### src/verilog/ewf_pkg.sv
// constants, offsets and field layout for the exposure window and
// frame stamp register bank; assumes a 32-bit avalon-mm slave bus.
// How it works
// RULE_01: quad-tap sensor builds offer no exposure window feature at all.
// RULE_02: software reads pointer, times four, drops leading f digit.
// RULE_03: pointer register returns quadlet offset of the window block.
// RULE_04: bit 0 of each feature control reads 1 when implemented.
// RULE_05: control bit 6 turns window on or off and reads back.
// RULE_06: while window is off, its position and size ignore writes.
// RULE_07: granularity registers: horizontal in bits 0-15, vertical 16-31.
// RULE_08: origin holds left/top, extent holds width/height, same halves.
// RULE_09: metadata bits 6-15 read 1 for each supported embeddable item.
// RULE_10: bit 16 selects relative or absolute; relative when unsupported.
// RULE_11: relative/absolute select is read-only; writes do not change it.
// RULE_12: metadata bit 22 enables window position insertion per frame.
// RULE_13: bit 0 is the msb; reserved bits read as zero.
// RULE_14: selection bit 1 inserts item in later frames, 0 stops it.
`default_nettype none
package ewf_pkg;
  localparam logic [15:0] EWF_OFF_META = 16'h12f8;
  localparam logic [15:0] EWF_OFF_CTRL = 16'h1a70;
  localparam logic [15:0] EWF_OFF_PTR = 16'h1a74;
  // window block base, byte address; pointer reads base/4 with 3c prefix, f after times four
  localparam logic [15:0] EWF_OFF_BASE = 16'h1a80;
  localparam logic [15:0] EWF_OFF_POS_UNIT = 16'h1a80;
  localparam logic [15:0] EWF_OFF_SIZE_UNIT = 16'h1a84;
  localparam logic [15:0] EWF_OFF_ORIGIN = 16'h1a88;
  localparam logic [15:0] EWF_OFF_EXTENT = 16'h1a8c;
  localparam logic [31:0] EWF_PTR_PREFIX = 32'h3c00_0000;
  // msb-first numbering: documented bit n is vector bit 31-n
  localparam int EWF_BIT_PRESENT = 31;
  localparam int EWF_BIT_ON = 25;
  localparam int EWF_BIT_ABS = 15;
  localparam int EWF_BIT_POS_SEL = 9;
  localparam logic [31:0] EWF_CTRL_RESET = 32'h0000_0000;
  localparam logic [31:0] EWF_HALF_RESET = 32'h0000_0000;
  localparam logic [31:0] EWF_META_RESET = 32'h0000_0000;
  // selection bits 22..31 sit at vector bits 9..0
  localparam logic [9:0] EWF_SEL_MASK = 10'h3ff;
  localparam logic [31:0] EWF_UNMAPPED = 32'h0000_0000;
  // msb-first: left/width in the upper half, top/height in the lower
  typedef struct packed {
    logic [15:0] horiz;
    logic [15:0] vert;
  } ewf_pair_s;
  typedef struct packed {
    logic [15:0] address;
    logic read;
    logic write;
    logic [31:0] writedata;
    logic [3:0] byteenable;
  } ewf_req_s;
endpackage : ewf_pkg
`default_nettype wire

### src/verilog/ewf_regs.sv
// register bank for the exposure window and frame stamp selections.
// assumes an avalon-mm master on clk; answers in one cycle.
//
// Our own choice: the Avalon-MM interface to the registers.
`default_nettype none
module ewf_regs #(
  parameter bit QUAD_TAP = 1'b0,
  parameter logic [9:0] ITEMS_SUPPORTED = 10'h3ff,
  parameter bit ABS_SUPPORTED = 1'b0,
  parameter logic [31:0] POS_UNIT = 32'h0001_0001,
  parameter logic [31:0] SIZE_UNIT = 32'h0001_0001
) (
  input wire logic clk,
  input wire logic nrst,
  input wire ewf_pkg::ewf_req_s req,
  output logic waitrequest,
  output logic readdatavalid,
  output logic [31:0] readdata,
  output logic window_on,
  output ewf_pkg::ewf_pair_s window_origin,
  output ewf_pkg::ewf_pair_s window_extent,
  output logic [9:0] insert_select,
  output logic insert_absolute
);
  import ewf_pkg::*;

  logic ack_reg, ack_next;
  logic on_reg, on_next;
  logic [31:0] origin_reg, origin_next;
  logic [31:0] extent_reg, extent_next;
  logic [9:0] sel_reg, sel_next;
  logic [31:0] rd_reg, rd_next;
  logic rv_reg, rv_next;
  logic win_ok;
  logic [31:0] bemask;

  // RULE_01 feature absent on quad-tap builds
  assign win_ok = !QUAD_TAP;
  assign bemask = {{8{req.byteenable[3]}}, {8{req.byteenable[2]}},
                   {8{req.byteenable[1]}}, {8{req.byteenable[0]}}};
  // one wait cycle per access, then the accept edge
  assign waitrequest = (req.read || req.write) && !ack_reg;

  always_comb begin
    ack_next = 1'b0;
    on_next = on_reg;
    origin_next = origin_reg;
    extent_next = extent_reg;
    sel_next = sel_reg;
    rd_next = rd_reg;
    rv_next = 1'b0;
    if ((req.read || req.write) && !ack_reg) begin
      ack_next = 1'b1;
    end
    if (req.write && ack_reg) begin
      unique case (req.address)
        EWF_OFF_CTRL: begin
          // RULE_05 on/off control
          if (win_ok && req.byteenable[3]) begin
            on_next = req.writedata[EWF_BIT_ON];
          end
        end
        EWF_OFF_ORIGIN: begin
          // RULE_06 frozen while off
          if (win_ok && on_reg) begin
            origin_next = (origin_reg & ~bemask) | (req.writedata & bemask);
          end
        end
        EWF_OFF_EXTENT: begin
          // RULE_06 frozen while off
          if (win_ok && on_reg) begin
            extent_next = (extent_reg & ~bemask) | (req.writedata & bemask);
          end
        end
        EWF_OFF_META: begin
          // RULE_14 selection bits; RULE_11 abs bit not stored
          sel_next = (sel_reg & ~bemask[9:0])
                   | (req.writedata[9:0] & bemask[9:0] & ITEMS_SUPPORTED);
          // RULE_12 position insertion needs the window feature
          if (!win_ok) begin
            sel_next[EWF_BIT_POS_SEL] = 1'b0;
          end
        end
        default: begin
        end
      endcase
    end
    if (req.read && ack_reg) begin
      rv_next = 1'b1;
    end
    // read word is captured in the wait cycle so it leaves a flip-flop
    // and stands at the accept edge; no write can land in between
    if (req.read && !ack_reg) begin
      // RULE_13 reserved bits and unmapped words read zero
      rd_next = EWF_UNMAPPED;
      unique case (req.address)
        EWF_OFF_CTRL: begin
          // RULE_04 presence bit
          rd_next[EWF_BIT_PRESENT] = win_ok;
          rd_next[EWF_BIT_ON] = on_reg;
        end
        EWF_OFF_PTR: begin
          // RULE_03 quadlet pointer to window block
          if (win_ok) begin
            rd_next = EWF_PTR_PREFIX | {18'h0, EWF_OFF_BASE[15:2]};
          end
        end
        // RULE_07 granularity, horizontal in upper half
        EWF_OFF_POS_UNIT: rd_next = win_ok ? POS_UNIT : EWF_UNMAPPED;
        EWF_OFF_SIZE_UNIT: rd_next = win_ok ? SIZE_UNIT : EWF_UNMAPPED;
        // RULE_08 left/top and width/height halves
        EWF_OFF_ORIGIN: rd_next = win_ok ? origin_reg : EWF_UNMAPPED;
        EWF_OFF_EXTENT: rd_next = win_ok ? extent_reg : EWF_UNMAPPED;
        EWF_OFF_META: begin
          rd_next[EWF_BIT_PRESENT] = 1'b1;
          // RULE_09 item availability, bits 6..15
          rd_next[25:16] = {ITEMS_SUPPORTED[9] & win_ok,
                            ITEMS_SUPPORTED[8:0]};
          // RULE_10 fixed at relative unless absolute supported
          rd_next[EWF_BIT_ABS] = ABS_SUPPORTED;
          rd_next[9:0] = sel_reg;
        end
        default: begin
        end
      endcase
    end
  end

  always_ff @(posedge clk or negedge nrst) begin
    if (!nrst) begin
      ack_reg <= 1'b0;
      on_reg <= EWF_CTRL_RESET[EWF_BIT_ON];
      origin_reg <= EWF_HALF_RESET;
      extent_reg <= EWF_HALF_RESET;
      sel_reg <= EWF_META_RESET[9:0];
      rd_reg <= EWF_UNMAPPED;
      rv_reg <= 1'b0;
    end else begin
      ack_reg <= ack_next;
      on_reg <= on_next;
      origin_reg <= origin_next;
      extent_reg <= extent_next;
      sel_reg <= sel_next;
      rd_reg <= rd_next;
      rv_reg <= rv_next;
    end
  end

  // read data comes straight from the register loaded in the wait cycle
  assign readdata = rd_reg;
  assign readdatavalid = rv_reg;
  assign window_on = on_reg;
  assign window_origin = origin_reg;
  assign window_extent = extent_reg;
  // RULE_14 selection drives frame insertion
  assign insert_select = sel_reg & EWF_SEL_MASK;
  // RULE_10 relative embedded when absolute unsupported
  assign insert_absolute = ABS_SUPPORTED;

  property p_frozen_off;
    @(posedge clk) disable iff (!nrst)
      !on_reg |=> origin_reg == $past(origin_reg);
  endproperty
  a_frozen_off: assert property (p_frozen_off) // RULE_06
    else $error("origin changed while window off");

  property p_extent_frozen;
    @(posedge clk) disable iff (!nrst)
      !on_reg |=> extent_reg == $past(extent_reg);
  endproperty
  a_extent_frozen: assert property (p_extent_frozen) // RULE_06
    else $error("extent changed while window off");

  property p_on_write;
    @(posedge clk) disable iff (!nrst)
      (req.write && ack_reg && req.address == EWF_OFF_CTRL && win_ok
       && req.byteenable[3]) |=> on_reg == $past(req.writedata[EWF_BIT_ON]);
  endproperty
  a_on_write: assert property (p_on_write) // RULE_05
    else $error("on bit not taken");

  property p_quad;
    @(posedge clk) disable iff (!nrst)
      QUAD_TAP |-> !on_reg && insert_select[EWF_BIT_POS_SEL] == 1'b0;
  endproperty
  a_quad: assert property (p_quad) // RULE_01
    else $error("window active on quad-tap build");

  property p_presence;
    @(posedge clk) disable iff (!nrst)
      (req.read && ack_reg && req.address == EWF_OFF_CTRL)
        |-> readdata[EWF_BIT_PRESENT] == !QUAD_TAP;
  endproperty
  a_presence: assert property (p_presence) // RULE_04
    else $error("presence bit wrong");

  property p_ptr;
    @(posedge clk) disable iff (!nrst)
      (req.read && ack_reg && req.address == EWF_OFF_PTR && win_ok)
        |-> readdata[13:0] == EWF_OFF_BASE[15:2];
  endproperty
  a_ptr: assert property (p_ptr) // RULE_03
    else $error("pointer value wrong");

  property p_abs_fixed;
    @(posedge clk) disable iff (!nrst)
      (req.read && ack_reg && req.address == EWF_OFF_META)
        |-> readdata[EWF_BIT_ABS] == ABS_SUPPORTED;
  endproperty
  a_abs_fixed: assert property (p_abs_fixed) // RULE_11
    else $error("absolute select changed");

  property p_reserved;
    @(posedge clk) disable iff (!nrst)
      (req.read && ack_reg && req.address == EWF_OFF_META)
        |-> readdata[26 +: 5] == 5'h00 && readdata[14:10] == 5'h00;
  endproperty
  a_reserved: assert property (p_reserved) // RULE_13
    else $error("reserved bits nonzero");

  property p_sel;
    @(posedge clk) disable iff (!nrst)
      (req.write && ack_reg && req.address == EWF_OFF_META
       && req.byteenable[0] && req.byteenable[1] && win_ok)
        |=> insert_select == ($past(req.writedata[9:0]) & ITEMS_SUPPORTED);
  endproperty
  a_sel: assert property (p_sel) // RULE_14
    else $error("selection not applied");

  property p_wait;
    @(posedge clk) disable iff (!nrst)
      (req.read && !ack_reg) |-> waitrequest ##1 !waitrequest;
  endproperty
  a_wait: assert property (p_wait) // Avalon-MM: one wait cycle per read access
    else $error("bus did not answer in one cycle");

  property p_on_hold;
    @(posedge clk) disable iff (!nrst)
      !(req.write && ack_reg && req.address == EWF_OFF_CTRL)
        |=> $stable(on_reg);
  endproperty
  a_on_hold: assert property (p_on_hold) // RULE_05
    else $error("on bit changed without a control write");

  property p_on_read;
    @(posedge clk) disable iff (!nrst)
      (req.read && ack_reg && req.address == EWF_OFF_CTRL)
        |-> readdata[EWF_BIT_ON] == on_reg;
  endproperty
  a_on_read: assert property (p_on_read) // RULE_05
    else $error("on bit reads back wrong");

  property p_ctrl_reserved;
    @(posedge clk) disable iff (!nrst)
      (req.read && ack_reg && req.address == EWF_OFF_CTRL)
        |-> readdata[30:26] == 5'h00 && readdata[24:0] == 25'h0;
  endproperty
  a_ctrl_reserved: assert property (p_ctrl_reserved) // RULE_13
    else $error("control reserved bits nonzero");

  property p_ctrl_quad;
    @(posedge clk) disable iff (!nrst)
      (req.read && ack_reg && req.address == EWF_OFF_CTRL && QUAD_TAP)
        |-> readdata == 32'h0000_0000;
  endproperty
  a_ctrl_quad: assert property (p_ctrl_quad) // RULE_01
    else $error("control word nonzero on quad-tap build");

  property p_ptr_quad;
    @(posedge clk) disable iff (!nrst)
      (req.read && ack_reg && req.address == EWF_OFF_PTR && QUAD_TAP)
        |-> readdata == 32'h0000_0000;
  endproperty
  a_ptr_quad: assert property (p_ptr_quad) // RULE_01
    else $error("pointer nonzero on quad-tap build");

  property p_pos_unit;
    @(posedge clk) disable iff (!nrst)
      (req.read && ack_reg && req.address == EWF_OFF_POS_UNIT && !QUAD_TAP)
        |-> readdata == POS_UNIT;
  endproperty
  a_pos_unit: assert property (p_pos_unit) // RULE_07
    else $error("position granularity wrong");

  property p_size_unit;
    @(posedge clk) disable iff (!nrst)
      (req.read && ack_reg && req.address == EWF_OFF_SIZE_UNIT && !QUAD_TAP)
        |-> readdata == SIZE_UNIT;
  endproperty
  a_size_unit: assert property (p_size_unit) // RULE_07
    else $error("size granularity wrong");

  property p_origin_read;
    @(posedge clk) disable iff (!nrst)
      (req.read && ack_reg && req.address == EWF_OFF_ORIGIN && !QUAD_TAP)
        |-> readdata == window_origin;
  endproperty
  a_origin_read: assert property (p_origin_read) // RULE_08
    else $error("origin reads back wrong");

  property p_extent_read;
    @(posedge clk) disable iff (!nrst)
      (req.read && ack_reg && req.address == EWF_OFF_EXTENT && !QUAD_TAP)
        |-> readdata == window_extent;
  endproperty
  a_extent_read: assert property (p_extent_read) // RULE_08
    else $error("extent reads back wrong");

  property p_origin_write;
    @(posedge clk) disable iff (!nrst)
      (req.write && ack_reg && req.address == EWF_OFF_ORIGIN && on_reg
       && !QUAD_TAP && req.byteenable == 4'hf)
        |=> window_origin == $past(req.writedata);
  endproperty
  a_origin_write: assert property (p_origin_write) // RULE_08
    else $error("origin write not taken");

  property p_extent_write;
    @(posedge clk) disable iff (!nrst)
      (req.write && ack_reg && req.address == EWF_OFF_EXTENT && on_reg
       && !QUAD_TAP && req.byteenable == 4'hf)
        |=> window_extent == $past(req.writedata);
  endproperty
  a_extent_write: assert property (p_extent_write) // RULE_08
    else $error("extent write not taken");

  property p_items;
    @(posedge clk) disable iff (!nrst)
      (req.read && ack_reg && req.address == EWF_OFF_META)
        |-> readdata[24:16] == ITEMS_SUPPORTED[8:0]
            && readdata[25] == (ITEMS_SUPPORTED[9] && !QUAD_TAP);
  endproperty
  a_items: assert property (p_items) // RULE_09
    else $error("item availability wrong");

  property p_sel_read;
    @(posedge clk) disable iff (!nrst)
      (req.read && ack_reg && req.address == EWF_OFF_META)
        |-> readdata[9:0] == insert_select;
  endproperty
  a_sel_read: assert property (p_sel_read) // RULE_14
    else $error("selection reads back wrong");

  property p_sel_supported;
    @(posedge clk) disable iff (!nrst)
      (insert_select & ~ITEMS_SUPPORTED) == 10'h000;
  endproperty
  a_sel_supported: assert property (p_sel_supported) // RULE_09
    else $error("unsupported item selected");

  property p_sel_hold;
    @(posedge clk) disable iff (!nrst)
      !(req.write && ack_reg && req.address == EWF_OFF_META)
        |=> $stable(insert_select);
  endproperty
  a_sel_hold: assert property (p_sel_hold) // RULE_14
    else $error("selection changed without a metadata write");
endmodule : ewf_regs
`default_nettype wire
### config.mk
export PLATFORM = sky130hd
export DESIGN_NAME = ewf_regs
export DESIGN_NICKNAME = d
export VERILOG_FILES = /design/src/verilog/ewf_pkg.sv /design/src/verilog/ewf_regs.sv
export SDC_FILE = /design/constraint.sdc
export NUM_CORES = 1
export LEC_CHECK = 0
export ABC_AREA = 1
export BUFFER_PORTS_ARGS = -buffer_cell sky130_fd_sc_hd__buf_2
export CORE_ASPECT_RATIO = 0.75
export CORE_MARGIN = 2
export CORE_UTILIZATION = 52
export CTS_BUF_LIST = sky130_fd_sc_hd__clkbuf_8
export DETAILED_ROUTE_END_ITERATION = 8
export GPL_ROUTABILITY_DRIVEN = 1
export GPL_TIMING_DRIVEN = 0
export PLACE_DENSITY_LB_ADDON = 0.15
export SLEW_MARGIN = 20
export SYNTH_ARGS = -nofsm -noshare
export SYNTH_HDL_FRONTEND = slang
export SYNTH_SLANG_ARGS = --single-unit
export TNS_END_PERCENT = 10
### constraint.sdc
create_clock -name clk -period 1.5 [get_ports clk]
set_input_delay 0.15 -clock clk [delete_from_list [all_inputs] [get_ports clk]]
set_output_delay 0.15 -clock clk [all_outputs]
set_load 0.005 [all_outputs]
## After elaboration in Yosys (flattened, before gate mapping)

Index checks and enable logic that the tools add are counted.

- Logic and storage cells: 44
- Bits of input ports: 56
- Flip-flop bits (word level): 109
- Output and inout port bits: 110

- Bitwise logic cells: 10
- Multiplexer cells: 8
- Reductions and logical operators: 12
- Equality and inequality tests: 7

Operators with widths:

| cell | count |
|---|---|
| $eq 16x13->1 const B | 7 |
| $and 32x32->32 | 3 |
| $or 32x32->32 | 2 |
| $pmux 10 s5 | 1 |
| $pmux 10 s4 | 1 |
| $not 32->32 | 1 |
| $pmux 5 s3 | 2 |
| $and 10x10->10 | 2 |
| $not 10->10 | 1 |
| $or 10x10->10 | 1 |
| $reduce_and 3->1 | 3 |
| $logic_and 1x1->1 | 4 |
| $pmux 1 s4 | 1 |
| $reduce_or 2->1 | 2 |
| $pmux 1 s3 | 1 |
| $mux 1 | 2 |
| $reduce_and 2->1 | 1 |
| $logic_not 1->1 | 1 |
| $logic_or 1x1->1 | 1 |

## Logic depth before layout (Yosys ltp)

Gate-level depths: netlist (run 1).

- Word-level depth: 3
- Mapped depth: 12
- Mapped depth without buffers: 10

## Worst setup path after synthesis (run 1)

No wires, ideal clock.

- Path type: flip-flop to flip-flop
- Start: reg ack_reg
- End: reg (tool-made name)
- Path slack: 0.073 ns
- Stages on the path, launching flop included: 7
- Arrival time: 1.301 ns
- Library setup time: 0.127 ns
- Path through: dfrtp_1 -> nand2_1 -> nor2_4 -> nand3_1 -> buf_2 -> nand2_1 -> o21ai_0

RTL lines:

| item | RTL line | text |
|---|---|---|
| start, declared | ewf_regs.sv:27 | `logic ack_reg, ack_next;` |
| start signal, assigned | ewf_regs.sv:139 | `ack_reg <= ack_next;` |

==> results.toml, run 1 <==
[outcome]
status = "finished with violations"
violations = "negative setup slack"

[placement]
portBuffers = 164
dp_hpwl_microns = 10290
globalplace.congestion = 0.8722
post-place-ws_ns = -0.3930
dpl_cell_area_sq_mm = 0.006062

[final_layout]
fin_util = 0.6741
regArea_sq_mm = 0.002729
mostFrequentLayoutCell = "nand2_1"
layout_common_cells = "259 x nand2_1, 167 x buf_2, 108 x dfrtp_1, 55 x inv_1, 38 x nand3_1"
area_delta_synth_final_pct = 27.57
fin_area_sq_mm = 0.006432
drive_above_1_share = 0.3187
n_fill_cell = 851
nets = 849
diodes = 0
multi_input_area_sq_mm = 0.002007

[routing]
drc = 0
via_count = 4785
drtIter0Drc = 365
routed_via_density = 5.151
finalWirelength_microns = 14190
drtAntennaViolNets = 0
dr.pass1.iters = 5
wl_per_cell_microns = 15.27

[critical_path]
reg2reg_from = "ack_reg"
r2r_slack_ns = -0.007
worstSetupPathType = "flip-flop to flip-flop"
reg2regPathDepth = 8
crit_fanout = 10
required_ns = 1.77
end_kind = "flip-flop"
worstPathArrival_ns = 1.78
start_kind = "flip-flop"

[yosys]
ys_types = 21
synth.cell_area_sq_mm = 0.005042
yosys_warnings = 0
syn_area_per_cell_sq_um = 8.266
synth_top_cell_area_share = 0.5409
yosysSeqAreaShare = 0.5409
syn-num-nets = 666
synth_seq_cells = 109
yosysTopAreaCell = "dfrtp_1"
synthCells = 610
synth_area_leaders = "dfrtp_1 54%, nand2_1 19%, o21ai_2 4.2%"

[global_routing]
grt_pass1_vias = 4600
met1_usage = 0.3661
grt_max_degree = 59
grt-busiest-layer = "met2"
grt_pass1_wl_microns = 22450
grtUsageMet3 = 0.07972
grt_antenna_before_repair = 0
gr-usage-all-layers = 0.2751
met2_usage = 0.4466
grt_overflow = 0

[power]
p_leak_nw = 3.708
cellPowerDensity_mw_per_mm2 = 808.4
peakVddDrop_mv = 0.5664

[die]
core_area_sq_mm = 0.009542
row_count = 31
fp.dieArea_sq_mm = 0.01051
initial_core_util = 0.5285
die_x_microns = 117.7
die_height_microns = 89.28
pin_count = 166

[timing]
maxSlewViolCount = 0
setup_slack_ns = -0.006862
hold_viol = 0
tightest_slew_ns = 0.5791
max_freq_mhz = 663.6
skew_ns = 0.01302
setup_violations = 1
period_share = 1.005
holdWs_ns = 0.01981
finalCriticalPeriod_ns = 1.507
relSlewSlack = 0.6140
rsz0062_at_grt = "true"
fin_setup_tns_ns = -0.006862

[worst_hold_path]
hp-start = "req[23]"
hp-class = "input pin to flip-flop"
whs_path_depth = 3

[cts]
clk_latency_ns = 0.38
cts_sinks = 109
cts_tree = "built"
clock_path_buffers = 2
numCtsBuffers = 9
path_clk_slew_ns = 0.10
cts-root-buf = "clkbuf_8"
htree_levels = 3

[flow_run]
cap_viol_max_count = 0
==> worst max-delay path, cell delays in order (launching register included) <==
cell and delay, ns:
dfrtp_2 0.42, nand2_2 0.09, nor2_4 0.16, buf_12 0.15, buf_6 0.13, nand3_4 0.13, buf_6 0.18, nand2_1 0.07
o21ai_1 0.07
==> stage by stage <==
stage | total power, mW | instances
floorplan | 3.116 | 610
global route | 5.384 | 929
detailed placement | 3.312 | 907
CTS | 5.219 | 926
global placement | 3.294 | 906
finish | 5.200 | 929
==> logic make-up (layout without fill, tap and decap cells) <==
| group | Yosys count | after routing | synth area share |
|---|---|---|---|
| AOI/OAI and AO/OA | 75 | 75 | 0.09231 |
| buffers and inverters | 78 | 265 | 0.07047 |
| DFF | 109 | 109 | 0.5409 |
| other | 1 | 1 | 0.0007437 |
| and+or+nand+nor | 347 | 347 | 0.2955 |
==> cells in the mapped netlist <==
library cell / n
and2_4: 1
buf_2: 8
buf_4: 4
buf_6: 5
clkbuf_1: 7
conb_1: 1
dfrtp_1: 109
inv_1: 53
inv_2: 1
nand2_1: 260
nand2_2: 3
nand3_1: 40
nand3_2: 2
nand3_4: 4
nand4_1: 5
nor2_1: 24
nor2_2: 3
nor2_4: 5
o21ai_0: 35
o21ai_1: 16
o21ai_2: 24
==> where the power goes <==
| group | internal (mW) | switching, mW | leakage (nW) | total (mW) |
|---|---|---|---|---|
| clock | 0.972 | 0.962 | 0.115 | 1.93 |
| sequential | 2.94 | 0.00595 | 1.52 | 2.95 |
| combinational | 0.101 | 0.217 | 2.07 | 0.318 |
==> worst max path at each step <==
stage                  from      endpoint  cells after the start
floorplan           ack_reg     flip-flop                      6
global placement       nrst  readdata[15]                      1
detailed placement  req[50]     flip-flop                     11
CTS                 ack_reg  readdata[14]                      5
global route        req[50]     flip-flop                     11
finish              ack_reg     flip-flop                      8
==> final cells by class <==
cell class / instances / area share
Clock inverter: 5 / 0.01187
Multi-Input combinational cell: 423 / 0.3120
Tap cell: 132 / 0.02568
Buffer: 24 / 0.02898
Sequential cell: 109 / 0.4242
Timing Repair Buffer: 172 / 0.1443
Clock buffer: 10 / 0.02140
Inverter: 54 / 0.03151
==> metal layers <==
layer	vias to the layer above	routed length, microns
li1	2277	-
met1	2304	6242
met2	189	6615
met3	15	1143
met4	0	186
met5	-	0
==> what timing repair did <==
action                                  in CTS  in global routing
resized for setup                           10                 22
hold buffers                                 2                  0
pin swaps                                    1                  1
setup buffers                                2                  3
gates cloned                                 0                  0
endpoints found under the setup margin      73                 98
endpoints found under the hold margin       52                  0
Note: power is estimated with default switching activity, not from simulation.
==> run 2, diff against run 1 <==
Settings changed: CORE_UTILIZATION 52 to 51, CTS_BUF_LIST sky130_fd_sc_hd__clkbuf_8 to default, CTS_CLUSTER_SIZE from default to 24.
==> run 2 against run 1 <==
The run now ends clean. Via count unchanged. Clock skew down 0.0043 ns. Register-to-register slack better by 0.03 ns. Setup slack better by 0.030 ns. Power up 5.9%. Clock power up 16%. Die area up 1.9%. Utilization up 0.69 points. Fmax up 2.0%. Largest cell class unchanged. Highest routed layer unchanged.
==> results.toml, run 2 (synthesis results as in run 1) <==
[outcome]
status = "completed"

[timing]
setup_slack_ns = 0.02265
setup_violations = 0
holdWs_ns = 0.03495
rsz0062_at_grt = "true"
period_share = 0.9849
tightest_slew_ns = 0.5834
maxSlewViolCount = 0
finalCriticalPeriod_ns = 1.477
max_freq_mhz = 676.9
skew_ns = 0.008732
hold_viol = 0
relSlewSlack = 0.6110

[routing]
routed_via_density = 5.118
finalWirelength_microns = 14440
drc = 0
drtIter0Drc = 422
drtAntennaViolNets = 0
wl_per_cell_microns = 15.44
dr.pass1.iters = 5
via_count = 4785

[placement]
dp_hpwl_microns = 10300
globalplace.congestion = 0.8744
portBuffers = 164
post-place-ws_ns = -0.3847

[final_layout]
diodes = 0
layout_common_cells = "258 x nand2_1, 169 x buf_2, 108 x dfrtp_1, 53 x inv_1, 38 x nand3_1"
area_delta_synth_final_pct = 29.93
mostFrequentLayoutCell = "nand2_1"
nets = 854
n_fill_cell = 834
drive_above_1_share = 0.3275

[power]
p_leak_nw = 3.753
peakVddDrop_mv = 0.5759
cellPowerDensity_mw_per_mm2 = 840.5

[cts]
cts_sinks = 109
numCtsBuffers = 9
htree_levels = 3
cts_tree = "built"
cts-root-buf = "clkbuf_16"
clk_latency_ns = 0.35
clock_path_buffers = 2
path_clk_slew_ns = 0.07

[critical_path]
reg2reg_from = "window_on"
end_kind = "flip-flop"
crit_fanout = 10
start_kind = "flip-flop"
cp-startpoint = "window_on"
required_ns = 1.74
worstSetupPathType = "flip-flop to flip-flop"
worstPathArrival_ns = 1.72

[global_routing]
grt_pass1_wl_microns = 22340
grt_overflow = 0
grt_max_degree = 60
grt_antenna_before_repair = 0
gr-usage-all-layers = 0.2650
grt_pass1_vias = 4314

[worst_hold_path]
hp-class = "input pin to flip-flop"
hp-start = "req[37]"

[die]
row_count = 31
die_height_microns = 90.11
initial_core_util = 0.5242
die_x_microns = 118.8
pin_count = 166
core_area_sq_mm = 0.009619
fp.dieArea_sq_mm = 0.01071

[flow_run]
cap_viol_max_count = 0
-- run 2: changes by cell type in the layout (fill, tap and decap cells not counted), sizes merged --
cell         previous run  this run
clkinv                  0         4
bufinv                  2         0
clkinvlp                0         2
dlygate4sd3             2         1
inv                    57        55
buf                   185       193
clkbuf                 19        16
-- run 2: metrics by stage --
step	area, sq um	utilization	std cells	setup TNS [ns]	power, mW
floorplan	5042	-	610	0	3.116
global placement	6028	0.6267	906	-120.20	3.294
detailed placement	6062	0.6302	907	-20.63	3.311
CTS	6392	0.6645	926	-1.432	5.527
global route	6551	0.6811	935	-0.4677	5.689
finish	6551	0.6811	935	0	5.507
-- run 2: cell type report --
type | count | area [sq um] | area share
Buffer | 24 | 185.2 | 0.02827
Inverter | 54 | 202.7 | 0.03094
Clock buffer | 9 | 225.2 | 0.03438
Sequential cell | 109 | 2729 | 0.4165
Tap cell | 132 | 165.2 | 0.02521
Clock inverter | 7 | 51.30 | 0.007830
Timing Repair Buffer | 177 | 968.4 | 0.1478
Multi-Input combinational cell | 423 | 2024 | 0.3090
-- run 2: per-layer routing --
layer | GRT usage | share of wire | vias to the layer above | wire length, microns
met2 | 0.4018 | 0.45 | 202 | 6521
met3 | 0.06028 | 0.079 | 18 | 1141
li1 | - | - | 2293 | -
met5 | 0 | 0 | - | 0
met1 | 0.3932 | 0.46 | 2272 | 6578
met4 | 0.05556 | 0.014 | 0 | 195
-- run 2: final timing paths --
path	endpoint	slack (ns)	cells after the start
worst max-delay path	flip-flop	0.02	8
worst min register to register	readdata[20]	0.48	2
max in group asynchronous	async pin	0.54	3
min in group asynchronous	readdata[28]	0.32	2
worst min-delay path	readdatavalid	0.03	3
worst max register to register	flip-flop	0.02	8
-- run 2: what timing repair did --
| item | CTS | global route |
|---|---|---|
| hold buffers | 1 | 0 |
| buffers inserted | 2 | 8 |
| setup endpoints to repair | 70 | 102 |
| gates resized for setup | 10 | 27 |
| pin swaps | 1 | 3 |
| cloned | 0 | 1 |
| endpoints found under the hold margin | 50 | 0 |
-- run 2: worst max-delay path: stages, from the launching register on --
cell and delay (ns):
dfrtp_1 0.40, inv_1 0.09, nor2_4 0.18, buf_12 0.16, buf_8 0.12, nand3_4 0.12, buf_8 0.18, nand2_1 0.07
o21ai_2 0.05
-- run 2: report_power, final --
| group | internal [mW] | switching (mW) | total, mW |
|---|---|---|---|
| Combinational | 0.0998 | 0.217 | 0.317 |
| Clock | 1.13 | 1.11 | 2.24 |
| Sequential | 2.94 | 0.00667 | 2.95 |
| Total | 4.17 | 1.33 | 5.51 |
